File: src/i2c_ctl_pkg.sv
package i2c_ctl_pkg;

	// ==========================================================
	// Register map (byte addresses)
	// ==========================================================
	localparam int          ADDR_W          = 12;
	localparam logic [11:0] MASKED_STS_OFF  = 12'h018; // Read-only view
	localparam logic [11:0] MASTER_CTL_OFF  = 12'h020; // Master control
	localparam logic [11:0] EVT_STS_OFF     = 12'h024; // Sticky events, W1C
	localparam logic [11:0] EVT_MASK_OFF    = 12'h028; // Event mask

	// ==========================================================
	// Masked status field positions
	// ==========================================================
	localparam int CLK_LOW_TMO_BIT    = 25;
	localparam int EVENT_TMO_BIT      = 24;
	localparam int MON_IDLE_BIT       = 19;
	localparam int MON_OVERRUN_BIT    = 17;
	localparam int MON_READY_BIT      = 16;
	localparam int TGT_DESEL_BIT      = 15;
	localparam int TGT_NOSTRETCH_BIT  = 11;
	localparam int TGT_PENDING_BIT    = 8;
	localparam int MST_SS_ERR_BIT     = 6;
	localparam int MST_ARB_LOSS_BIT   = 4;
	localparam int MST_PENDING_BIT    = 0;

	// Implemented bits; reserved positions read as zero
	localparam logic [31:0] MASKED_VALID = 32'h030B8951;

	// ==========================================================
	// Master control field positions and reset
	// ==========================================================
	localparam int CTL_CONT_BIT  = 0;
	localparam int CTL_START_BIT = 1;
	localparam int CTL_STOP_BIT  = 2;
	localparam int CTL_DMA_BIT   = 3;
	localparam logic [3:0] CTL_RESET = 4'h0;

	// ==========================================================
	// Event status bits
	// ==========================================================
	localparam int          EVT_W         = 2;
	localparam int          EVT_REFUSED   = 0; // Control write refused
	localparam int          EVT_DMA_CLR   = 1; // Master DMA enable cleared
	localparam logic [1:0]  EVT_RESET     = 2'h0;
	localparam logic [31:0] RDATA_RESET   = 32'h00000000;

	// Master control carrier
	typedef struct packed {
		logic dma;       // Master DMA enable
		logic stop;      // Master stop bit
		logic start;     // Master start bit
		logic cont;      // Master continue bit
	} master_ctl_t;

	// Bus-phase tracker, Gray coded
	typedef enum logic [1:0] {
		ST_IDLE   = 2'b00,
		ST_ANSWER = 2'b01
	} apb_state_t;

endpackage

File: src/i2c_irq_view_and_master_ctl.sv
// Functional notes
// [RULE1] Masked view is raw flag AND enable
// [RULE2] Monitor flags at bits 19, 17, 16
// [RULE3] Target flags at bits 15, 11, 8
// [RULE4] Master flags at bits 6, 4, 0
// [RULE5] Software writes zero to reserved bits
// [RULE6] Control writes only taken while master pending
// [RULE7] Software always writes a whole control value
// [RULE8] Start and stop bits never self-clear
// [RULE9] Software writes control only after pending
// [RULE10] DMA completion: clear DMA with start/stop
// [RULE11] Software sets DMA with or after continue
// [RULE12] Clearing DMA enable always accepted
// [RULE13] DMA enable requests DMA, auto-acknowledges receive
// [RULE14] Stop bit: stop, after NACK when receiving
// [RULE15] Masked view is read-only
module i2c_irq_view_and_master_ctl (
	input  wire logic                        pclk,
	input  wire logic                        presetn,
	input  wire logic                        psel,
	input  wire logic                        penable,
	input  wire logic                        pwrite,
	input  wire logic [i2c_ctl_pkg::ADDR_W-1:0] paddr,
	input  wire logic [31:0]                 pwdata,
	output logic      [31:0]                 prdata,
	output logic                             pready,
	output logic                             pslverr,
	input  wire logic [31:0]                 raw_status,
	input  wire logic [31:0]                 irq_enable,
	input  wire logic                        master_dma_done,
	input  wire logic                        master_data_req,
	input  wire logic                        master_rx_mode,
	output i2c_ctl_pkg::master_ctl_t         master_control,
	output logic                             master_dma_req,
	output logic                             master_auto_ack,
	output logic                             master_nack_stop,
	output logic                             irq
);

	import i2c_ctl_pkg::*;

	// ==========================================================
	// Declarations
	// ==========================================================
	apb_state_t   st_r;            // Bus phase
	apb_state_t   st_nxt;
	logic [31:0]  prdata_r;        // Read data register
	logic [31:0]  prdata_nxt;
	logic         pslverr_r;       // Error answer
	logic         pslverr_nxt;
	master_ctl_t  ctl_r;           // Master control register
	master_ctl_t  ctl_nxt;
	logic [EVT_W-1:0] evt_mask_r;  // Event mask register
	logic [EVT_W-1:0] evt_mask_nxt;
	logic [EVT_W-1:0] evt_sts;     // Sticky event flags
	logic [EVT_W-1:0] evt_set;     // Event pulses
	logic [EVT_W-1:0] evt_clr;     // Write-one-clear strobes
	logic         dma_req_r;       // Registered DMA request
	logic         auto_ack_r;      // Registered auto-acknowledge
	logic         nack_stop_r;     // Registered NACK-before-stop
	logic         irq_r;           // Registered interrupt
	logic         out_nxt_dma;
	logic         out_nxt_ack;
	logic         out_nxt_nack;
	logic         irq_nxt;
	logic [31:0]  masked_view;     // Combined masked status
	logic         xfer_done;       // Access phase completes
	logic         wr_done;         // Write completes this edge
	logic         mapped;          // Address decodes
	logic         full_ok;         // Whole control write allowed
	logic         ctl_wr;          // Write aimed at control
	logic         ctl_refused;     // Control write not taken

	// ==========================================================
	// Combined decode
	// ==========================================================
	// [RULE1] Flag AND enable
	// [RULE2] Monitor positions kept
	// [RULE3] Target positions kept
	// [RULE4] Master positions kept
	assign masked_view = raw_status & irq_enable & MASKED_VALID;

	// Transfer completes only when our ready is seen
	assign xfer_done = psel & penable & pready;
	assign wr_done   = xfer_done & pwrite;
	assign mapped    = (paddr == MASKED_STS_OFF) |
	                   (paddr == MASTER_CTL_OFF) |
	                   (paddr == EVT_STS_OFF) |
	                   (paddr == EVT_MASK_OFF);
	assign ctl_wr    = wr_done & (paddr == MASTER_CTL_OFF);

	// [RULE6] Pending gates whole write
	// [RULE10] DMA completion exception
	assign full_ok = raw_status[MST_PENDING_BIT] |
	                 (ctl_r.dma & master_dma_done &
	                  !pwdata[CTL_DMA_BIT]);

	assign ctl_refused = ctl_wr & !full_ok;

	// ==========================================================
	// Bus slave: phase tracker and read data
	// ==========================================================
	// Ready is raised for the first access cycle; read data is
	// sampled in the setup cycle so the flags may be one cycle old.
	always_comb begin
		st_nxt      = st_r;
		prdata_nxt  = prdata_r;
		pslverr_nxt = pslverr_r;
		unique case (st_r)
			ST_IDLE: begin
				if (psel && !penable) begin
					st_nxt      = ST_ANSWER;
					pslverr_nxt = !mapped;
					prdata_nxt  = RDATA_RESET;
					if (!pwrite) begin
						unique case (paddr)
							MASKED_STS_OFF: begin
								prdata_nxt = masked_view;
							end
							MASTER_CTL_OFF: begin
								prdata_nxt[3:0] = ctl_r;
							end
							EVT_STS_OFF: begin
								prdata_nxt[EVT_W-1:0] = evt_sts;
							end
							EVT_MASK_OFF: begin
								prdata_nxt[EVT_W-1:0] = evt_mask_r;
							end
							default: begin
								prdata_nxt = RDATA_RESET;
							end
						endcase
					end
				end
			end
			ST_ANSWER: begin
				// Single answer cycle, then back to idle
				st_nxt      = ST_IDLE;
				pslverr_nxt = 1'b0;
			end
		endcase
	end

	// Bus registers
	always_ff @(posedge pclk or negedge presetn) begin
		if (!presetn) begin
			st_r      <= ST_IDLE;
			prdata_r  <= RDATA_RESET;
			pslverr_r <= 1'b0;
		end else begin
			st_r      <= st_nxt;
			prdata_r  <= prdata_nxt;
			pslverr_r <= pslverr_nxt;
		end
	end

	assign pready  = (st_r == ST_ANSWER);
	assign prdata  = prdata_r;
	assign pslverr = pslverr_r;

	// ==========================================================
	// Master control register
	// ==========================================================
	// Start and stop hold their value; the sequencer must see a
	// fresh whole-value write to change them.
	always_comb begin
		ctl_nxt = ctl_r;
		if (ctl_wr) begin
			if (full_ok) begin
				// [RULE8] Bits held until rewritten
				ctl_nxt = master_ctl_t'(pwdata[3:0]);
			end else if (!pwdata[CTL_DMA_BIT]) begin
				// [RULE12] DMA clear always taken
				ctl_nxt.dma = 1'b0;
			end
		end
		// [RULE15] Masked view writes ignored
	end

	// Control register
	always_ff @(posedge pclk or negedge presetn) begin
		if (!presetn) begin
			ctl_r <= master_ctl_t'(CTL_RESET);
		end else begin
			ctl_r <= ctl_nxt;
		end
	end

	assign master_control = ctl_r;

	// ==========================================================
	// Sequencer-facing controls
	// ==========================================================
	always_comb begin
		// [RULE13] DMA request, auto acknowledge
		out_nxt_dma  = ctl_r.dma & master_data_req;
		out_nxt_ack  = ctl_r.dma & master_rx_mode;
		// [RULE14] NACK precedes receive stop
		out_nxt_nack = ctl_r.stop & master_rx_mode;
	end

	// Output registers
	always_ff @(posedge pclk or negedge presetn) begin
		if (!presetn) begin
			dma_req_r   <= 1'b0;
			auto_ack_r  <= 1'b0;
			nack_stop_r <= 1'b0;
		end else begin
			dma_req_r   <= out_nxt_dma;
			auto_ack_r  <= out_nxt_ack;
			nack_stop_r <= out_nxt_nack;
		end
	end

	assign master_dma_req   = dma_req_r;
	assign master_auto_ack  = auto_ack_r;
	assign master_nack_stop = nack_stop_r;

	// ==========================================================
	// Events, mask and interrupt
	// ==========================================================
	always_comb begin
		evt_set              = '0;
		evt_set[EVT_REFUSED] = ctl_refused;
		evt_set[EVT_DMA_CLR] = ctl_wr & ctl_r.dma & !ctl_nxt.dma;
		evt_clr = '0;
		if (wr_done && paddr == EVT_STS_OFF) begin
			evt_clr = pwdata[EVT_W-1:0];
		end
		evt_mask_nxt = evt_mask_r;
		if (wr_done && paddr == EVT_MASK_OFF) begin
			evt_mask_nxt = pwdata[EVT_W-1:0];
		end
		irq_nxt = |(evt_sts & evt_mask_r);
	end

	// One sticky cell per event
	genvar gi;
	generate
		for (gi = 0; gi < EVT_W; gi++) begin : g_evt
			sticky_bit u_flag (
				.pclk    (pclk),
				.presetn (presetn),
				.set     (evt_set[gi]),
				.clr     (evt_clr[gi]),
				.q       (evt_sts[gi])
			);
		end
	endgenerate

	// Mask and interrupt registers
	always_ff @(posedge pclk or negedge presetn) begin
		if (!presetn) begin
			evt_mask_r <= EVT_RESET;
			irq_r      <= 1'b0;
		end else begin
			evt_mask_r <= evt_mask_nxt;
			irq_r      <= irq_nxt;
		end
	end

	assign irq = irq_r;

	logic rd_setup_masked; // Setup of a masked-view read
	assign rd_setup_masked = psel & !penable & !pwrite &
	                         (paddr == MASKED_STS_OFF) & (st_r == ST_IDLE);
endmodule

File: src/sticky_bit.sv
module sticky_bit (
	input  wire logic pclk,
	input  wire logic presetn,
	input  wire logic set,
	input  wire logic clr,
	output logic      q
);

	logic q_nxt; // Next flag value

	// ==========================================================
	// Next state: set beats a same-cycle clear
	// ==========================================================
	always_comb begin
		q_nxt = q;
		if (clr) begin
			q_nxt = 1'b0;
		end
		if (set) begin
			q_nxt = 1'b1;
		end
	end

	// Flag register
	always_ff @(posedge pclk or negedge presetn) begin
		if (!presetn) begin
			q <= 1'b0;
		end else begin
			q <= q_nxt;
		end
	end

endmodule

File: config.mk
export PLATFORM = sky130hd
export DESIGN_NAME = i2c_irq_view_and_master_ctl
export DESIGN_NICKNAME = d
export VERILOG_FILES = /design/src/i2c_ctl_pkg.sv /design/src/i2c_irq_view_and_master_ctl.sv /design/src/sticky_bit.sv
export SDC_FILE = /design/constraint.sdc
export NUM_CORES = 1
export LEC_CHECK = 0
export CELL_PAD_IN_SITES_DETAIL_PLACEMENT = 1
export CELL_PAD_IN_SITES_GLOBAL_PLACEMENT = 2
export CORE_AREA = 5 5 76 78
export DETAILED_ROUTE_END_ITERATION = 10
export DIE_AREA = 0 0 81 83
export DONT_BUFFER_PORTS = 1
export PLACE_DENSITY_LB_ADDON = 0.2
export SYNTH_ARGS = -nofsm -noshare
export SYNTH_HDL_FRONTEND = slang
export SYNTH_SLANG_ARGS = --single-unit
File: constraint.sdc
create_clock -name pclk -period 1.9 [get_ports pclk]
set_clock_uncertainty 0.05 [all_clocks]
set_input_delay 0.38 -clock pclk [delete_from_list [all_inputs] [get_ports pclk]]
set_output_delay 0.38 -clock pclk [all_outputs]
set_load 0.01 [all_outputs]
After elaboration in Yosys (flattened, before gate mapping)

Cells that the tools add are included.

Eq/ne operators: 6
Mux-type cells: 17
Bitwise logic cells: 18
Reduce and logical (&&, ||, !) cells: 14

Operator list:

| kind                                                                   | number |
|---|---|
| 12-bit by 6-bit equality test with 1-bit output, second input constant | 3 |
| 26-bit bitwise AND                                                     | 1 |
| 26-bit 2-to-1 mux                                                      | 1 |
| 22-bit 2-to-1 mux                                                      | 1 |
| 1-bit bitwise AND                                                      | 12 |
| 12-bit by 5-bit equality test with 1-bit output, second input constant | 1 |
| 2-bit one-hot mux with 4 select lines                                  | 1 |
| 1-bit 2-to-1 mux                                                       | 7 |
| 2-bit 2-to-1 mux                                                       | 3 |
| 1-bit logical NOT                                                      | 5 |
| 4-bit 2-to-1 mux                                                       | 1 |
| 1-bit OR                                                               | 4 |
| 2-bit one-hot mux with 2 select lines                                  | 1 |
| 2-bit AND reduction                                                    | 2 |
| 2-bit nonzero test                                                     | 2 |
| 1-bit logical AND                                                      | 3 |
| 3-bit 2-to-1 mux                                                       | 1 |
| 2-bit bitwise AND                                                      | 1 |
| 2-bit by 1-bit equality test with 1-bit output, second input constant  | 1 |
| 2-bit logical NOT                                                      | 1 |
| 2-bit != test, second input constant                                   | 1 |
| 1-bit one-hot mux with 2 select lines                                  | 1 |
| 2-bit OR reduction                                                     | 1 |

Flip-flop bits (word level): 47
Bits of input ports: 116
Output and inout port bits: 42
Logic and storage cells: 69

Logic depth before layout (Yosys ltp)

Gate-level depths: netlist (run 1).

Word-level depth: 8
Gate-level depth with buffers: 6

By module

A second synthesis (run 1) with hierarchy kept.

Cells, all modules: 151
Area, all modules: 1458.9 µm²

Modules (own cells, without submodules):

| module                      | instances | cells an instance | area each (µm²) |
|---|---|---|---|
| i2c_irq_view_and_master_ctl | 1         | 145               | 1386.3 |
| sticky_bit                  | 2         | 3                 | 36.3 |

Worst setup path before layout (run 1)

No wires, ideal clock.

Kind: input to register
Start: in paddr[11] in the netlist's numbering
End: reg prdata_r[11] (netlist: prdata[11])
Library setup time: 0.074 ns
Arrival time: 1.945 ns
Slack: -0.168 ns
Cell stages on the path: 5
Buffers on the path: 1
Cell sequence: or4_4 -> or2_1 -> or4b_4 -> buf_6 -> o21ai_2

Longest elaborated chain between the ends: 3

Ends and longest elaborated chain:

| item                                            | line                               | text |
|---|---|---|
| from (decl)                                     | i2c_irq_view_and_master_ctl.sv:23  | `input wire logic [i2c_ctl_pkg::ADDR_W-1:0] paddr,` |
| 12-bit by 5-bit equality test with 1-bit output | --                                 |  |
| 22-bit 2-to-1 mux                               | i2c_irq_view_and_master_ctl.sv:116 | `unique case (paddr)` |
| 26-bit 2-to-1 mux                               | i2c_irq_view_and_master_ctl.sv:115 | `if (!pwrite) begin` |
| to (signal assigned)                            | i2c_irq_view_and_master_ctl.sv:152 | `prdata_r <= prdata_nxt;` |
| to (decl)                                       | i2c_irq_view_and_master_ctl.sv:47  | `logic [31:0] prdata_r;` |

No other way between the ends.
A chain may end at the register's enable or synchronous reset.

Worst setup path after layout (run 1)

Start: in paddr[11] in the netlist's numbering
End: reg prdata_r[8] (netlist: prdata[8])

Same word-level chain as after synthesis.

==> results of run 1 <==
## logic make-up after synthesis
group	after synthesis	synth area share, %
AO/OA/AOI/OAI	27	14.0
multiplexers	7	5.29
flip-flops	28	48.5
buffers and inverters	24	11.4
AND/OR/NAND/NOR	54	20.5
other	1	0.260
## power by group through the flow
stage	registers, mW	logic, mW	clock network [mW]
detailed placement	0.617	0.0576	0
floorplan	0.616	0.0783	0
global route	0.605	0.0878	0.511
CTS	0.605	0.0771	0.490
finish	0.605	0.0764	0.470
global placement	0.617	0.0563	0
## worst min-delay path by stage
stage	from	endpoint	slack [ns]	depth (start not counted)
2_1_floorplan	presetn	evt_mask_r[0]$_DFFE_PN0P_	0.03	0
3_3_place_gp	presetn	master_control[1]$_DFFE_PN0P_	0.04	0
3_5_place_dp	presetn	master_control[1]$_DFFE_PN0P_	0.04	0
4_1_cts	paddr[2]	g_evt[0].u_flag.q$_DFFE_PN0P_	0.14	1
5_1_grt	paddr[2]	g_evt[1].u_flag.q$_DFFE_PN0P_	0.15	1
6_report	paddr[2]	g_evt[0].u_flag.q$_DFFE_PN0P_	0.15	1
## final cells by class
| class | count | area [um^2] |
|---|---|---|
| Fill cell | 588 | 3420 |
| Sequential cell | 28 | 701 |
| Multi-Input combinational cell | 106 | 651 |
| Tap cell | 70 | 87.6 |
| Timing Repair Buffer | 8 | 75.1 |
| Clock buffer | 3 | 41.3 |
| Clock inverter | 1 | 30.0 |
| Inverter | 2 | 7.51 |
## state kept, by name, indices dropped and copies added (netlist names)
name,count
evt_mask_r,2
g_evt.u_flag.q,2
irq,1
master_auto_ack,1
master_control,4
master_dma_req,1
master_nack_stop,1
prdata,14
pslverr,1
st_r,1
## placed cells by master, fill, tap and decap left out, types with 2 or more instances in the layout
master and count:
dfrtp_1 28, nand2_1 24, conb_1 18, o21ai_2 10, nor2_1 7, buf_4 6
a21oi_1 5, mux2_2 5, and2_1 4, nor2b_1 4, a22o_1 3, clkbuf_8 3
or4_4 2, inv_1 2, mux2i_1 2, o21ai_1 2, a311oi_1 2
## metal layers
metal,share of wire (%),GRT usage (%),wire length [um]
met1,38,12.3,1400
met2,53,20.0,1930
met3,6.9,2.38,250
met4,1.7,5.07,62
met5,0,0,0
## through the flow
step                      instance area [um^2]  cells  setup TNS [ns]  hold WS, ns
after CTS                                 1590    218               0        0.141
final                                     1590    218               0        0.154
after floorplan                           1520    158           -2.06       0.0344
after global placement                    1490    212           -2.98       0.0351
after global routing                      1590    218               0        0.145
after detailed placement                  1490    212           -3.31       0.0350
## what timing repair did
action	in CTS	in global routing
endpoints found under the setup margin	0	0
setup buffers	0	0
hold endpoints to repair	28	0
hold buffers	2	0
==> out/metrics.yaml, run 1 <==
run_status:
  outcome: "finished, final reports clean"
setup_path:
  max_stage_delay_ns: 0.65
  cp_cell_sequence: "or4_4, or2_1, or4b_4, o21ai_2"
  slowest_stage: "or4b_4"
  cp_num_cells: 4
  crit_end: "prdata[8]$_DFFE_PN0P_"
  crit_family: "simple AND/OR/NAND/NOR gates"
  cp_num_buf_inv: 0
  r2r_cells: 3
  critPathRequiredTime_ns: 2.06
  startpoint: "paddr[11]"
  r2r-end: "master_control[1]$_DFFE_PN0P_"
  r2r_setup_slack_ns: 0.24
  cp_max_fo: 10
  start_kind: "input port"
  critPathKind: "in -> reg"
  endpoint_kind: "flop"
  timing.rr.start: "st_r[0]$_DFFE_PN0P_"
  arrival_ns: 2.00
route:
  ant_nets: 0
  via_per_inst: 4.59
  dr.pass1.iters: 4
  drcViolationCount: 0
  dr.first_iter.drc_count: 14
  dr_total_vias: 1001
  wl_um: 3640
  drt-wirelength-per-cell_um: 16.7
power:
  p_leak_nw: 0.725
  switching_share_pct: 21.4
  p_int_mw: 0.905
  p_comb_share_pct: 6.6
  power_mw: 1.15
  powerDensity_nw_per_um2: 723
  seqPwrFrac_pct: 52.5
  clkPwrFrac_pct: 40.9
  ir_drop_mv: 0.282
  p_sw_mw: 0.246
logic_synthesis:
  synth_top_cell_by_area: "dfrtp_1"
  yosysSeqAreaShare_pct: 48.5
  yosysWarningCount: 0
  synth_most_common_cell: "dfrtp_1"
  synth_commonest_cells: "dfrtp_1 (28), nand2_1 (24), buf_4 (18), o21ai_2 (10), nor2_1 (7)"
  async_flop_share_pct: 100
  syn_area_um2: 1440
  synth_ff_type: "dfrtp_1"
  synth_top_area_share_pct: 48.5
  syn_avg_cell_area_um2: 10.2
  synth_cell_types: 35
  synth_edf_count: 0
  synth_cells: 141
  synthTopCellsByArea: "dfrtp_1 (49%), buf_4 (9.4%), nand2_1 (6.2%)"
  ys_ff_latch: 28
timing:
  fmax_mhz: 543
  hold_violations: 0
  setup_viol: 0
  final_max_slew_viol_count: 0
  fin_ws_ns: 0.0580
  period_share_pct: 96.9
  rsz0062_at_grt: "no"
  period_needed_ns: 1.84
cells_and_area:
  layout.nets: 265
  diodes: 0
  area_growth_pct: 10.3
  final_util_pct: 31.8
  drive_gt1_share_pct: 20.9
place:
  routabilityCongestion: 0.704
  io_buffer_count: 0
  dp_slack_ns: -0.247
  dp_hpwl_um: 3010
worst_hold_path:
  hold_class: "in -> reg"
global_route:
  grt_pass1_wl_um: 5780
  grt_pass1_vias: 1132
  grt_use_total_pct: 11.2
  antenna_found_initial: 0
  grt_max_degree: 29
  grt_overflow: 0
die:
  die_area_um2: 6720
  start_util_pct: 28.8
  rows: 26
  die_x_um: 81
  fp.coreArea_um2: 5010
  die_h_um: 83
  ios: 158
clock_network:
  worstSkewPairLatency_ns: 0.27
  ctsLongestPathBuffers: 2
  clk_pin_slew_ns: 0.10
  cts-root-buf: "clkbuf_8"
  cts_tree: "built"
  numClockSinks: 28
  cts-resized-gates: 0
  cts_buffers: 3
  cts_max_level: 1
job:
  maxCapViolations: 0
Note: power is estimated with default switching activity, not from simulation.
==> run 2: changes to the inputs <==
==> constraint.sdc (replaced) <==
create_clock -name pclk -period 1.9 [get_ports pclk]
set_clock_uncertainty 0.05 [all_clocks]
set_input_delay 0.38 -clock pclk [delete_from_list [all_inputs] [get_ports pclk]]
set_output_delay 0.38 -clock pclk [all_outputs]
set_load 0.1 [all_outputs]
==> run 2 against run 1 <==
Effect of this change:
- sequential power barely moved
- total power rose by 6.8%
- sequential cell count unchanged
- critical path type unchanged
- largest cell class unchanged
==> out/metrics.yaml, run 2 (synthesized netlist as in run 1, its figures left out) <==
cells_and_area:
  multi_input_area_um2: 651
  final_common_cell: "buf_4"
  drive_gt1_share_pct: 32.0
  diodes: 0
  seq_area_um2: 703
  largest_register_ffs: 14
  design_area_um2: 1740
  final_util_pct: 34.7
  final_cell_mix: "buf_4 (27), dfrtp_1 (26), nand2_1 (24), conb_1 (18), o21ai_2 (10)"
  layout.nets: 286
  area_growth_pct: 20.3
  fillCellCount: 598
global_route:
  grt_pass1_wl_um: 5640
  grt_max_degree: 29
  grt_use_total_pct: 10.8
  grt_overflow: 0
  grt_pass1_vias: 1148
  antenna_found_initial: 0
setup_path:
  r2r_setup_slack_ns: 0.27
  cp_cell_sequence: "or4_4, or2_1, or4b_4, o21ai_2"
  timing.rr.start: "master_control[3]$_DFF_PN0_"
  r2r-end: "master_control[2]$_DFFE_PN0P_"
  cp_num_buf_inv: 0
  slowest_stage: "or4b_4"
  crit_family: "simple AND/OR/NAND/NOR gates"
  max_stage_delay_ns: 0.65
  cp_max_fo: 10
  critPathKind: "in -> reg"
  r2r_cells: 4
  critPathRequiredTime_ns: 2.06
  start_kind: "input port"
  endpoint_kind: "flop"
  arrival_ns: 2.01
power:
  powerDensity_nw_per_um2: 708
  ir_drop_mv: 0.229
  p_leak_nw: 0.830
clock_network:
  cts_tree: "built"
  cts_buffers: 3
  clk_pin_slew_ns: 0.10
  numClockSinks: 28
  worstSkewPairLatency_ns: 0.28
  ctsLongestPathBuffers: 2
  cts_max_level: 1
  cts-root-buf: "clkbuf_8"
  cts-resized-gates: 0
timing:
  setup_viol: 0
  period_needed_ns: 1.85
  final_max_slew_viol_count: 0
  hold_ws_ns: 0.143
  hold_violations: 0
  fin_ws_ns: 0.0466
  period_share_pct: 97.5
  fmax_mhz: 540
  rsz0062_at_grt: "no"
route:
  dr_total_vias: 1108
  dr.first_iter.drc_count: 36
  dr.pass1.iters: 4
  via_per_inst: 4.64
  drt-wirelength-per-cell_um: 15.7
  drcViolationCount: 0
  ant_nets: 0
  wl_um: 3760
die:
  fp.coreArea_um2: 5010
  die_area_um2: 6720
  die_h_um: 83
  start_util_pct: 28.8
  rows: 26
  ios: 158
  die_x_um: 81
worst_hold_path:
  hold_end: "g_evt[0].u_flag.q$_DFFE_PN0P_"
  worstHoldStart: "paddr[2]"
  hold_depth: 1
  hold_class: "in -> reg"
place:
  dp_hpwl_um: 3110
  dp_slack_ns: -0.256
  placed_cell_area_um2: 1650
  routabilityCongestion: 0.761
  io_buffer_count: 0
run_status:
  outcome: "finished, final reports clean"
job:
  maxCapViolations: 0
==> run 2: cell types whose count changed in the layout (fill, tap and decap cells not counted), sizes merged <==
cell	change
buf	+21
bufinv	-1
clkbuf	+1
==> run 2: worst max path at each step <==
stage               startpoint                            end  slack (ns)  cells after the start
floorplan            paddr[11]         prdata[11]$_DFFE_PN0P_       -0.17                      5
global placement     paddr[11]         prdata[19]$_DFFE_PN0P_       -0.23                      4
detailed placement   paddr[11]         prdata[15]$_DFFE_PN0P_       -0.26                      4
CTS                  paddr[11]         prdata[15]$_DFFE_PN0P_        0.04                      4
global route         paddr[11]  master_control[0]$_DFFE_PN0P_       0.007                      4
finish               paddr[11]         prdata[15]$_DFFE_PN0P_        0.05                      4
==> run 2: what timing repair did <==
item                                   4_1_cts  5_1_grt
setup endpoints to repair                    0        0
endpoints found under the hold margin       28        0
hold buffers                                 2        0
buffers inserted                             0        0
==> run 2: metal layers <==
layer  wire [um]  GRT usage (%)
met2        2000           19.6
met4          67           4.61
met1        1440           11.8
met3         251           2.06
met5           0              0
==> run 2: layout make-up <==
cell class	count	area share [%]
flip-flops and latches	28	40.5
well taps	70	5.04
multi-input cells	106	37.5
repair buffers	29	13.4
clock buffers	4	3.17
inverters	2	0.432
==> run 2: metrics by stage <==
step	cells	total power [mW]	setup TNS (ns)
after floorplan	158	0.862	-2.07
final	239	1.23	0
after CTS	239	1.25	0
after detailed placement	233	0.846	-3.63
after global placement	233	0.843	-3.10
after global routing	239	1.27	0
==> run 2: where the power goes <==
group	total [mW]	leakage, nW	internal (mW)	switching (mW)
Clock	0.378	0.0288	0.186	0.192
Combinational	0.250	0.416	0.0273	0.223
Sequential	0.602	0.385	0.600	0.00261
